`config.mk`:
```
export PLATFORM = sky130hd
export DESIGN_NAME = lco_logic_ops
export DESIGN_NICKNAME = d
export VERILOG_FILES = /design/src/inc/lco_pkg.sv /design/src/core/lco_logic_unit.sv /design/src/core/lco_logic_ops.sv
export VERILOG_INCLUDE_DIRS = /design/src /design/src/inc
export SDC_FILE = /design/constraint.sdc
export NUM_CORES = 1
export LEC_CHECK = 0
export BUFFER_PORTS_ARGS = -buffer_cell sky130_fd_sc_hd__buf_2
export CORE_ASPECT_RATIO = 0.75
export CORE_UTILIZATION = 45
export CTS_CLUSTER_SIZE = 8
export DETAILED_ROUTE_END_ITERATION = 12
export MAX_ROUTING_LAYER = met4
export PLACE_DENSITY_LB_ADDON = 0.12
export SLEW_MARGIN = 10
export SYNTH_ARGS = -nofsm -noshare
export SYNTH_HDL_FRONTEND = slang
export SYNTH_SLANG_ARGS = --single-unit
```
`constraint.sdc`:
```
create_clock -name core_clk_in -period 3.6 [get_ports core_clk_in]
set_input_delay 0.36 -clock core_clk_in [delete_from_list [all_inputs] [get_ports core_clk_in]]
set_output_delay 0.36 -clock core_clk_in [all_outputs]
set_load 0.02 [all_outputs]
```
`src/inc/lco_params.svh`:
```
`ifndef LCO_PARAMS_SVH
`define LCO_PARAMS_SVH

// ----------------------------------------------------------------------
// Register byte offsets
// ----------------------------------------------------------------------
`define LCO_OFS_CMD 8'h00
`define LCO_OFS_OPERAND 8'h04
`define LCO_OFS_ACC 8'h08
`define LCO_OFS_FLAGS 8'h0C
`define LCO_OFS_PORT_A 8'h10
`define LCO_OFS_MEM_DATA 8'h14
`define LCO_OFS_STATUS 8'h18
`define LCO_OFS_RESULT 8'h1C

// ----------------------------------------------------------------------
// Field positions
// ----------------------------------------------------------------------
`define LCO_FLD_ZERO 0
`define LCO_FLD_CARRY 1
`define LCO_FLD_AUX 2
`define LCO_FLD_OVF 3
`define LCO_FLD_BAD_OP 8
`define LCO_FLD_ADDR_LO 8

// ----------------------------------------------------------------------
// Reset values and bus answers
// ----------------------------------------------------------------------
`define LCO_RST_BYTE 8'h00
`define LCO_RST_ADDR 4'h0
`define LCO_RESP_OKAY 2'h0
`define LCO_RESP_SLVERR 2'h2

`endif

```
`src/inc/lco_pkg.sv`:
```
package lco_pkg;

    typedef enum logic [3:0] {
        LCO_OP_NOP = 4'h0,
        LCO_OP_AND_A_IMM = 4'h1,
        LCO_OP_AND_A_MEM = 4'h2,
        LCO_OP_AND_MEM_A = 4'h3,
        LCO_OP_OR_A_IMM = 4'h4,
        LCO_OP_OR_A_MEM = 4'h5,
        LCO_OP_OR_MEM_A = 4'h6,
        LCO_OP_XOR_A_IMM = 4'h7,
        LCO_OP_XOR_A_MEM = 4'h8,
        LCO_OP_XOR_MEM_A = 4'h9,
        LCO_OP_XOR_IO_A = 4'hA,
        LCO_OP_NOT_A = 4'hB,
        LCO_OP_NOT_MEM = 4'hC,
        LCO_OP_NEG_A = 4'hD,
        LCO_OP_NEG_MEM = 4'hE,
        LCO_OP_BAD = 4'hF
    } lco_op_type;

    typedef enum logic [1:0] {
        LCO_DEST_NONE = 2'h0,
        LCO_DEST_ACC = 2'h1,
        LCO_DEST_MEM = 2'h2,
        LCO_DEST_PORT = 2'h3
    } lco_dest_type;

endpackage

```
`src/core/lco_logic_unit.sv`:
```
`timescale 1ns/1ps
`default_nettype none

module lco_logic_unit (
    input wire lco_pkg::lco_op_type op_in,
    input wire logic [7:0] acc_in,
    input wire logic [7:0] imm_in,
    input wire logic [7:0] mem_in,
    input wire logic [7:0] port_in,
    output logic [7:0] result_out,
    output lco_pkg::lco_dest_type dest_out,
    output logic zero_upd_out
);
    import lco_pkg::*;

    always_comb begin
        result_out = 8'h00;
        dest_out = LCO_DEST_NONE;
        unique case (op_in)
            LCO_OP_NOP, LCO_OP_BAD: begin
                result_out = 8'h00;
            end
            LCO_OP_AND_A_IMM: begin result_out = acc_in & imm_in; dest_out = LCO_DEST_ACC; end
            LCO_OP_AND_A_MEM: begin result_out = acc_in & mem_in; dest_out = LCO_DEST_ACC; end
            LCO_OP_AND_MEM_A: begin result_out = acc_in & mem_in; dest_out = LCO_DEST_MEM; end
            LCO_OP_OR_A_IMM: begin result_out = acc_in | imm_in; dest_out = LCO_DEST_ACC; end
            LCO_OP_OR_A_MEM: begin result_out = acc_in | mem_in; dest_out = LCO_DEST_ACC; end
            LCO_OP_OR_MEM_A: begin result_out = acc_in | mem_in; dest_out = LCO_DEST_MEM; end
            LCO_OP_XOR_A_IMM: begin result_out = acc_in ^ imm_in; dest_out = LCO_DEST_ACC; end
            LCO_OP_XOR_A_MEM: begin result_out = acc_in ^ mem_in; dest_out = LCO_DEST_ACC; end
            LCO_OP_XOR_MEM_A: begin result_out = acc_in ^ mem_in; dest_out = LCO_DEST_MEM; end
            LCO_OP_XOR_IO_A: begin result_out = acc_in ^ port_in; dest_out = LCO_DEST_PORT; end
            LCO_OP_NOT_A: begin result_out = ~acc_in; dest_out = LCO_DEST_ACC; end
            LCO_OP_NOT_MEM: begin result_out = ~mem_in; dest_out = LCO_DEST_MEM; end
            LCO_OP_NEG_A: begin result_out = 8'(~acc_in + 8'h01); dest_out = LCO_DEST_ACC; end
            LCO_OP_NEG_MEM: begin result_out = 8'(~mem_in + 8'h01); dest_out = LCO_DEST_MEM; end
        endcase
    end

    // The port write, like NOP and the bad code, leaves every flag alone.
    assign zero_upd_out = (dest_out == LCO_DEST_ACC) || (dest_out == LCO_DEST_MEM);

endmodule

`default_nettype wire

```
`src/core/lco_logic_ops.sv`:
```
`timescale 1ns/1ps
`default_nettype none
`include "lco_params.svh"

//
// Contract
// - AND to accumulator combines it with an immediate or memory byte and stores it there.
// - OR to accumulator combines it with an immediate or memory byte and stores it there.
// - XOR to accumulator combines it with an immediate or memory byte and stores it there.
// - Memory-destination AND, OR and XOR write back to the same byte, accumulator unchanged.
// - XOR into port A data combines it with the accumulator and touches no flag.
// - All other logic, complement and negate forms change only the zero flag.
// - Accumulator complement inverts every accumulator bit in place.
// - Memory complement inverts every bit of the addressed byte in place.
// - Accumulator negate replaces it by its two's complement modulo 256.
// - Memory negate replaces the addressed byte by its two's complement.
module lco_logic_ops (
    input wire logic core_clk_in,
    input wire logic sys_rst_in,
    input wire logic [7:0] s_axi_awaddr_in,
    input wire logic s_axi_awvalid_in,
    output logic s_axi_awready_out,
    input wire logic [31:0] s_axi_wdata_in,
    input wire logic [3:0] s_axi_wstrb_in,
    input wire logic s_axi_wvalid_in,
    output logic s_axi_wready_out,
    output logic [1:0] s_axi_bresp_out,
    output logic s_axi_bvalid_out,
    input wire logic s_axi_bready_in,
    input wire logic [7:0] s_axi_araddr_in,
    input wire logic s_axi_arvalid_in,
    output logic s_axi_arready_out,
    output logic [31:0] s_axi_rdata_out,
    output logic [1:0] s_axi_rresp_out,
    output logic s_axi_rvalid_out,
    input wire logic s_axi_rready_in,
    output logic [7:0] port_a_out_data_out,
    output logic [3:0] status_flags_out
);
    import lco_pkg::*;

    // ------------------------------------------------------------------
    // State
    // ------------------------------------------------------------------
    logic [7:0] accumulator;
    logic [7:0] port_a_out_data;
    logic [7:0] imm_byte;
    logic [3:0] mem_addr;
    logic zero_flag;
    logic carry_flag;
    logic aux_carry_flag;
    logic overflow_flag;
    logic [3:0] last_op;
    logic [7:0] last_result;
    logic bad_op;
    logic [7:0] data_mem [0:15];

    logic aw_held;
    logic w_held;
    logic [7:0] aw_addr_q;
    logic [31:0] w_data_q;
    logic [3:0] w_strb_q;

    // ------------------------------------------------------------------
    // Write decode
    // ------------------------------------------------------------------
    logic aw_fire;
    logic w_fire;
    logic ar_fire;
    logic wr_go;
    logic [7:0] wr_ofs;
    logic wr_cmd;
    logic wr_operand;
    logic wr_acc;
    logic wr_flags;
    logic wr_port;
    logic wr_mem;
    logic wr_status;
    logic wr_hit;
    logic lane0;
    logic lane1;

    assign aw_fire = s_axi_awvalid_in && s_axi_awready_out;
    assign w_fire = s_axi_wvalid_in && s_axi_wready_out;
    assign ar_fire = s_axi_arvalid_in && s_axi_arready_out;
    assign wr_go = aw_held && w_held && !s_axi_bvalid_out;
    assign wr_ofs = {aw_addr_q[7:2], 2'b00};
    assign lane0 = w_strb_q[0];
    assign lane1 = w_strb_q[1];
    assign wr_cmd = wr_go && (wr_ofs == `LCO_OFS_CMD);
    assign wr_operand = wr_go && (wr_ofs == `LCO_OFS_OPERAND);
    assign wr_acc = wr_go && (wr_ofs == `LCO_OFS_ACC) && lane0;
    assign wr_flags = wr_go && (wr_ofs == `LCO_OFS_FLAGS) && lane0;
    assign wr_port = wr_go && (wr_ofs == `LCO_OFS_PORT_A) && lane0;
    assign wr_mem = wr_go && (wr_ofs == `LCO_OFS_MEM_DATA) && lane0;
    assign wr_status = wr_go && (wr_ofs == `LCO_OFS_STATUS) && lane1;
    // The result register is read-only, so a write to it is refused.
    assign wr_hit = (wr_ofs <= `LCO_OFS_STATUS);

    // ------------------------------------------------------------------
    // Operation launch
    // ------------------------------------------------------------------
    // An operation runs in the very cycle its command write is committed,
    // so no other bus write can race it for the same destination.
    logic exec;
    lco_op_type exec_op;
    logic [7:0] mem_byte;
    logic [7:0] unit_result;
    lco_dest_type unit_dest;
    logic unit_zero_upd;
    logic to_acc;
    logic to_mem;
    logic to_port;

    assign exec = wr_cmd && lane0;
    assign exec_op = lco_op_type'(w_data_q[3:0]);
    assign mem_byte = data_mem[mem_addr];
    assign to_acc = exec && (unit_dest == LCO_DEST_ACC);
    assign to_mem = exec && (unit_dest == LCO_DEST_MEM);
    assign to_port = exec && (unit_dest == LCO_DEST_PORT);

    lco_logic_unit u_unit (
        .op_in(exec_op),
        .acc_in(accumulator),
        .imm_in(imm_byte),
        .mem_in(mem_byte),
        .port_in(port_a_out_data),
        .result_out(unit_result),
        .dest_out(unit_dest),
        .zero_upd_out(unit_zero_upd)
    );

    // ------------------------------------------------------------------
    // Datapath registers
    // ------------------------------------------------------------------
    // accumulator destination.
    always_ff @(posedge core_clk_in) begin
        if (sys_rst_in) begin
            accumulator <= `LCO_RST_BYTE;
        end else if (to_acc) begin
            accumulator <= unit_result;
        end else if (wr_acc) begin
            accumulator <= w_data_q[7:0];
        end
    end

    always_ff @(posedge core_clk_in) begin
        if (sys_rst_in) begin
            port_a_out_data <= `LCO_RST_BYTE;
        end else if (to_port) begin
            port_a_out_data <= unit_result;
        end else if (wr_port) begin
            port_a_out_data <= w_data_q[7:0];
        end
    end

    always_ff @(posedge core_clk_in) begin
        if (to_mem) begin
            data_mem[mem_addr] <= unit_result;
        end else if (wr_mem) begin
            data_mem[mem_addr] <= w_data_q[7:0];
        end
    end

    always_ff @(posedge core_clk_in) begin
        if (sys_rst_in) begin
            imm_byte <= `LCO_RST_BYTE;
            mem_addr <= `LCO_RST_ADDR;
        end else if (wr_operand) begin
            if (lane0) begin
                imm_byte <= w_data_q[7:0];
            end
            if (lane1) begin
                mem_addr <= w_data_q[`LCO_FLD_ADDR_LO +: 4];
            end
        end
    end

    always_ff @(posedge core_clk_in) begin
        if (sys_rst_in) begin
            zero_flag <= 1'b0;
        end else if (exec && unit_zero_upd) begin
            zero_flag <= (unit_result == 8'h00);
        end else if (wr_flags) begin
            zero_flag <= w_data_q[`LCO_FLD_ZERO];
        end
    end

    always_ff @(posedge core_clk_in) begin
        if (sys_rst_in) begin
            carry_flag <= 1'b0;
            aux_carry_flag <= 1'b0;
            overflow_flag <= 1'b0;
        end else if (wr_flags) begin
            carry_flag <= w_data_q[`LCO_FLD_CARRY];
            aux_carry_flag <= w_data_q[`LCO_FLD_AUX];
            overflow_flag <= w_data_q[`LCO_FLD_OVF];
        end
    end

    // A bad code runs as a no-op but stays visible until software clears it.
    always_ff @(posedge core_clk_in) begin
        if (sys_rst_in) begin
            last_op <= 4'h0;
            last_result <= `LCO_RST_BYTE;
            bad_op <= 1'b0;
        end else begin
            if (exec) begin
                last_op <= w_data_q[3:0];
                last_result <= unit_result;
            end
            if (exec && (exec_op == LCO_OP_BAD)) begin
                bad_op <= 1'b1;
            end else if (wr_status && w_data_q[`LCO_FLD_BAD_OP]) begin
                bad_op <= 1'b0;
            end
        end
    end

    always_ff @(posedge core_clk_in) begin
        if (sys_rst_in) begin
            port_a_out_data_out <= `LCO_RST_BYTE;
            status_flags_out <= 4'h0;
        end else begin
            port_a_out_data_out <= port_a_out_data;
            status_flags_out <= {overflow_flag, aux_carry_flag, carry_flag, zero_flag};
        end
    end

    // ------------------------------------------------------------------
    // Bus write channels
    // ------------------------------------------------------------------
    always_ff @(posedge core_clk_in) begin
        if (sys_rst_in) begin
            s_axi_awready_out <= 1'b0;
            s_axi_wready_out <= 1'b0;
            aw_held <= 1'b0;
            w_held <= 1'b0;
            aw_addr_q <= 8'h00;
            w_data_q <= 32'h0000_0000;
            w_strb_q <= 4'h0;
        end else begin
            s_axi_awready_out <= s_axi_awvalid_in && !s_axi_awready_out && !aw_held;
            s_axi_wready_out <= s_axi_wvalid_in && !s_axi_wready_out && !w_held;
            if (aw_fire) begin
                aw_held <= 1'b1;
                aw_addr_q <= s_axi_awaddr_in;
            end else if (wr_go) begin
                aw_held <= 1'b0;
            end
            if (w_fire) begin
                w_held <= 1'b1;
                w_data_q <= s_axi_wdata_in;
                w_strb_q <= s_axi_wstrb_in;
            end else if (wr_go) begin
                w_held <= 1'b0;
            end
        end
    end

    always_ff @(posedge core_clk_in) begin
        if (sys_rst_in) begin
            s_axi_bvalid_out <= 1'b0;
            s_axi_bresp_out <= `LCO_RESP_OKAY;
        end else if (wr_go) begin
            s_axi_bvalid_out <= 1'b1;
            s_axi_bresp_out <= wr_hit ? `LCO_RESP_OKAY : `LCO_RESP_SLVERR;
        end else if (s_axi_bready_in) begin
            s_axi_bvalid_out <= 1'b0;
        end
    end

    // ------------------------------------------------------------------
    // Bus read channels
    // ------------------------------------------------------------------
    logic [7:0] rd_ofs;
    logic rd_hit;
    logic [31:0] rd_mux;

    assign rd_ofs = {s_axi_araddr_in[7:2], 2'b00};
    assign rd_hit = (rd_ofs <= `LCO_OFS_RESULT);
    assign rd_mux =
        (rd_ofs == `LCO_OFS_CMD) ? {28'h0, last_op} :
        (rd_ofs == `LCO_OFS_OPERAND) ? {20'h0, mem_addr, imm_byte} :
        (rd_ofs == `LCO_OFS_ACC) ? {24'h0, accumulator} :
        (rd_ofs == `LCO_OFS_FLAGS) ?
            {28'h0, overflow_flag, aux_carry_flag, carry_flag, zero_flag} :
        (rd_ofs == `LCO_OFS_PORT_A) ? {24'h0, port_a_out_data} :
        (rd_ofs == `LCO_OFS_MEM_DATA) ? {24'h0, mem_byte} :
        (rd_ofs == `LCO_OFS_STATUS) ? {23'h0, bad_op, 4'h0, last_op} :
        (rd_ofs == `LCO_OFS_RESULT) ? {24'h0, last_result} : 32'h0000_0000;

    always_ff @(posedge core_clk_in) begin
        if (sys_rst_in) begin
            s_axi_arready_out <= 1'b0;
            s_axi_rvalid_out <= 1'b0;
            s_axi_rdata_out <= 32'h0000_0000;
            s_axi_rresp_out <= `LCO_RESP_OKAY;
        end else begin
            s_axi_arready_out <= s_axi_arvalid_in && !s_axi_arready_out && !s_axi_rvalid_out;
            if (ar_fire) begin
                s_axi_rvalid_out <= 1'b1;
                s_axi_rdata_out <= rd_mux;
                s_axi_rresp_out <= rd_hit ? `LCO_RESP_OKAY : `LCO_RESP_SLVERR;
            end else if (s_axi_rready_in) begin
                s_axi_rvalid_out <= 1'b0;
            end
        end
    end
endmodule

`default_nettype wire

```
==> results by group <==
Synthesis
  • Synth top cells by count: 128 x edfxtp_1, 114 x nor2_1, 103 x nand2_1
  • Dominant synthesized flop cell: edfxtp_1
  • Simple-gate portion of the synthesized area: around 15%
  • Post-synthesis sequential area ratio: 53.0%
  • Asr flop ratio synth: 0%
  • Synth Cell Area: 0.0111 mm^2
  • Adder-cell area share of the yosys netlist: less than 1%
  • Compound-gate portion of the synthesized area: 14.3%
  • Post-synthesis register bit count: 230
  • Post-synth EDFFs: 128
  • Count leader, synth: edfxtp_1
  • Synth area leader: edfxtp_1
  • Syn avg cell area: approximately 11 um^2
  • Multiplexer share of the synthesized area: between 10% and 20%
  • Largest family of logic cells by synthesized area: simple AND/OR/NAND/NOR gates
  • Top cells by area, synth: edfxtp_1 35%, dfxtp_1 18%, mux4_2 5.7%
  • Synth Area in XOR/XNOR: less than 1%
  • Synth cell types: roughly 80
  • Synth top area share: 34.6%
  • Yosys warnings: 0
  • Synth Instances: 1,033

Clocking
  • Root buf cell: clkbuf_16
  • Cts hold-fix bufs: 0
  • H-tree depth: 2
  • Clock slew at reported path FFs: 40 ps
  • Clk buf depth: 3
  • CTS tree: done
  • Worst-Skew Late Latency: 510 ps
  • CTS Buf Count: 34
  • Sink Count: 230

Routing
  • Final wirelength: ~32,000 um
  • Number of iterations in the first detailed-routing pass: 7
  • Total number of vias: slightly below 9,000
  • Post-DRT Antenna Nets: 0
  • Drt drc: 0
  • DRT iter0 DRCs: between 1,000 and 1,500
  • Drt wl/cell: 21.6 um
  • Avg Vias per Cell: 5.86

Floorplanning
  • Initial Utilization: 46.1%
  • Die X: between 150 and 200 um
  • Core area: 0.0241 mm^2
  • IO Pins: about 110
  • Die area: 0.0253 mm^2
  • Vert. Die Dim: 138 um
  • Site Rows: 49

Finish
  • Area delta synth->final: 18.3%
  • Layout cell share with drive strength beyond 1: 21.3%
  • Nets: 1,198
  • Post-Layout Cell Count: 1,478

Min path
  • Worst hold path endpoint: w_data_q[10]
  • Hold_sp: s_axi_wdata_in[10]
  • HP Class: primary input to flop
  • Hold Path Cell Cnt: 3

GRT
  • Vias in the first global route: 7,961
  • Global-route usage over all layers: 26.3%
  • First-pass GRT wire length: 48,300 um
  • Initial antenna violation count: 2
  • Largest net degree at the start of global routing: between 50 and 60
  • Grt ovf: 0

Placement
  • Cells after DPL: between 1,000 and 1,500
  • GPL Wtd Cong: between 0.9 and 1
  • Hpwl dp: 22,400 um
  • Port bufs: 63
  • Dpl ws: 120 ps

Worst setup path
  • Slowest CP cell: mux4_1
  • Slowest stage delay, CP: 610 ps
  • CP Cell Sequence: buf_12 > mux4_1 > mux4_2 > mux2i_4 > nor4b_4 > buf_4 > xor2_1 > o211a_2 > a21oi_1 > buf_4
  • Worst path required time: 3830 ps
  • Crit path launch type: flop
  • Crit path capture type: flop
  • Critical Path Fanout Max: 16
  • FF-to-FF End: data_mem[14][3]
  • Crit path kind: flop to flop
  • Most used cell, CP: buf_4
  • Reg2Reg Depth: 10
  • Worst EP arrival: 3700 ps
  • Reg2reg setup slack: 130 ps

Flow run
  • MaxCap Viol Count: 0

Power
  • Power Total: 5870 uW
  • Leakage: 0.00460 uW
  • VDD IR-drop max: 0.327 mV
  • Power per cell area: 447 mW/mm^2

Timing
  • Period utilisation layout: between 90% and 100%
  • Final setup violation count: 0
  • Rel. slew slack: 17.4%
  • Slew @ Worst Pin: 1230 ps
  • Final hold viol count: 0
  • Max Freq: 0.288 GHz
  • Final Skew: 14.1 ps
  • Final worst slack: 127 ps
  • Post-layout min period: 3470 ps
  • Max-slew violation count: 0

Outcome
  • Status: complete, no violations
-- per-stage QoR --
step	TNS [ps]	instance area, um^2	utilization, %	hold slack (ps)
floorplan	0	11200	-	431
global placement	0	12100	50.4	438
detailed placement	0	12100	50.4	444
CTS	0	13100	54.4	83.1
global route	-5.67	13100	54.5	110
finish	0	13100	54.5	99.9
-- registers in the layout, indices dropped and copies added, names as in the netlist, 6 cells and up, named ones only --
| name | cells |
|---|---|
| w_data_q | 12 |
| aw_addr_q | 6 |
| port_a_out_data | 8 |
| accumulator | 8 |
| imm_byte | 8 |
| data_mem | 128 |
| port_a_out_data_out | 8 |
| s_axi_rdata_out | 12 |
| last_result | 8 |
-- timing repair --
| item | 4_1_cts | 5_1_grt |
|---|---|---|
| resized for setup | 0 | 4 |
| buffers inserted | 0 | 3 |
| setup endpoints to repair | 0 | 55 |
-- logic make-up after synthesis --
family / after synthesis
compound gates: 237
flops: 230
buf+inv: 116
simple gates: 356
fa+ha+maj: 4
mux: 79
other cells: 1
xor+xnor: 10
-- power breakdown --
part | total [uW] | internal, uW | switching [uW]
registers | 2780 | 2770 | 13.5
logic | 216 | 69.8 | 146
clock network | 2880 | 1780 | 1100
total | 5870 | 4610 | 1260
-- area by class of cell --
type	count	area, um^2
diodes	1	2.50
clock buffers	45	923
clock inverters	2	28.8
fillers	2134	11000
inverters	11	41.3
multi-input cells	708	4750
flip-flops and latches	230	5890
well taps	331	414
repair buffers	150	1080
-- worst max-delay path, delay by kind of cell, from the launching register on --
kind	cells	cell delay, ps
buffers and inverters	3	550
AOI/OAI and AO/OA	2	450
xor gates and xnor gates	1	130
and+or+nand+nor	1	250
DFF	1	420
muxes	3	1380
-- placed cells by master, fill, tap and decap left out, types with 6 or more instances in the layout --
cell / synthesis / layout
nor3_1: 22 / 22
nand3_1: 27 / 27
nand2_1: 103 / 103
clkbuf_1: 57 / 9
buf_4: 22 / 79
clkbuf_16: 0 / 35
mux2_2: 10 / 10
dfxtp_1: 102 / 100
edfxtp_1: 128 / 128
a21o_1: 6 / 6
nand4_1: 8 / 8
nor2_1: 114 / 114
o22ai_1: 7 / 7
conb_1: 1 / 22
and2_1: 12 / 12
nor2b_1: 23 / 23
o221ai_1: 7 / 7
xnor2_1: 7 / 7
o21ai_0: 33 / 33
inv_1: 9 / 9
mux2i_1: 33 / 33
a21oi_1: 75 / 74
buf_2: 6 / 62
a211oi_1: 28 / 28
nand2b_1: 11 / 11
mux4_2: 28 / 28
a22oi_1: 12 / 12
buf_12: 0 / 9
-- per-layer routing --
metal	wire length, um	track usage, %	up-vias	share of wire (%)
met5	0	-	-	0
met2	12800	34.3	386	40
met4	584	6.36	0	1.8
met3	2920	6.06	62	9.1
li1	-	-	4006	-
met1	15700	40.6	4200	49
-- worst max path at each step --
stage / startpoint / to / slack [ps] / cells after the start
after floorplan: w_data_q[2] / data_mem[1][0] / 170 / 10
after global placement: flop / data_mem[0][3] / 140 / 9
after detailed placement: flop / data_mem[0][3] / 120 / 9
after CTS: flop / data_mem[4][1] / 110 / 13
after global routing: flop / port_a_out_data[5] / -6 / 11
final: flop / data_mem[14][3] / 130 / 10
Power figures use the tool's default switching activity.
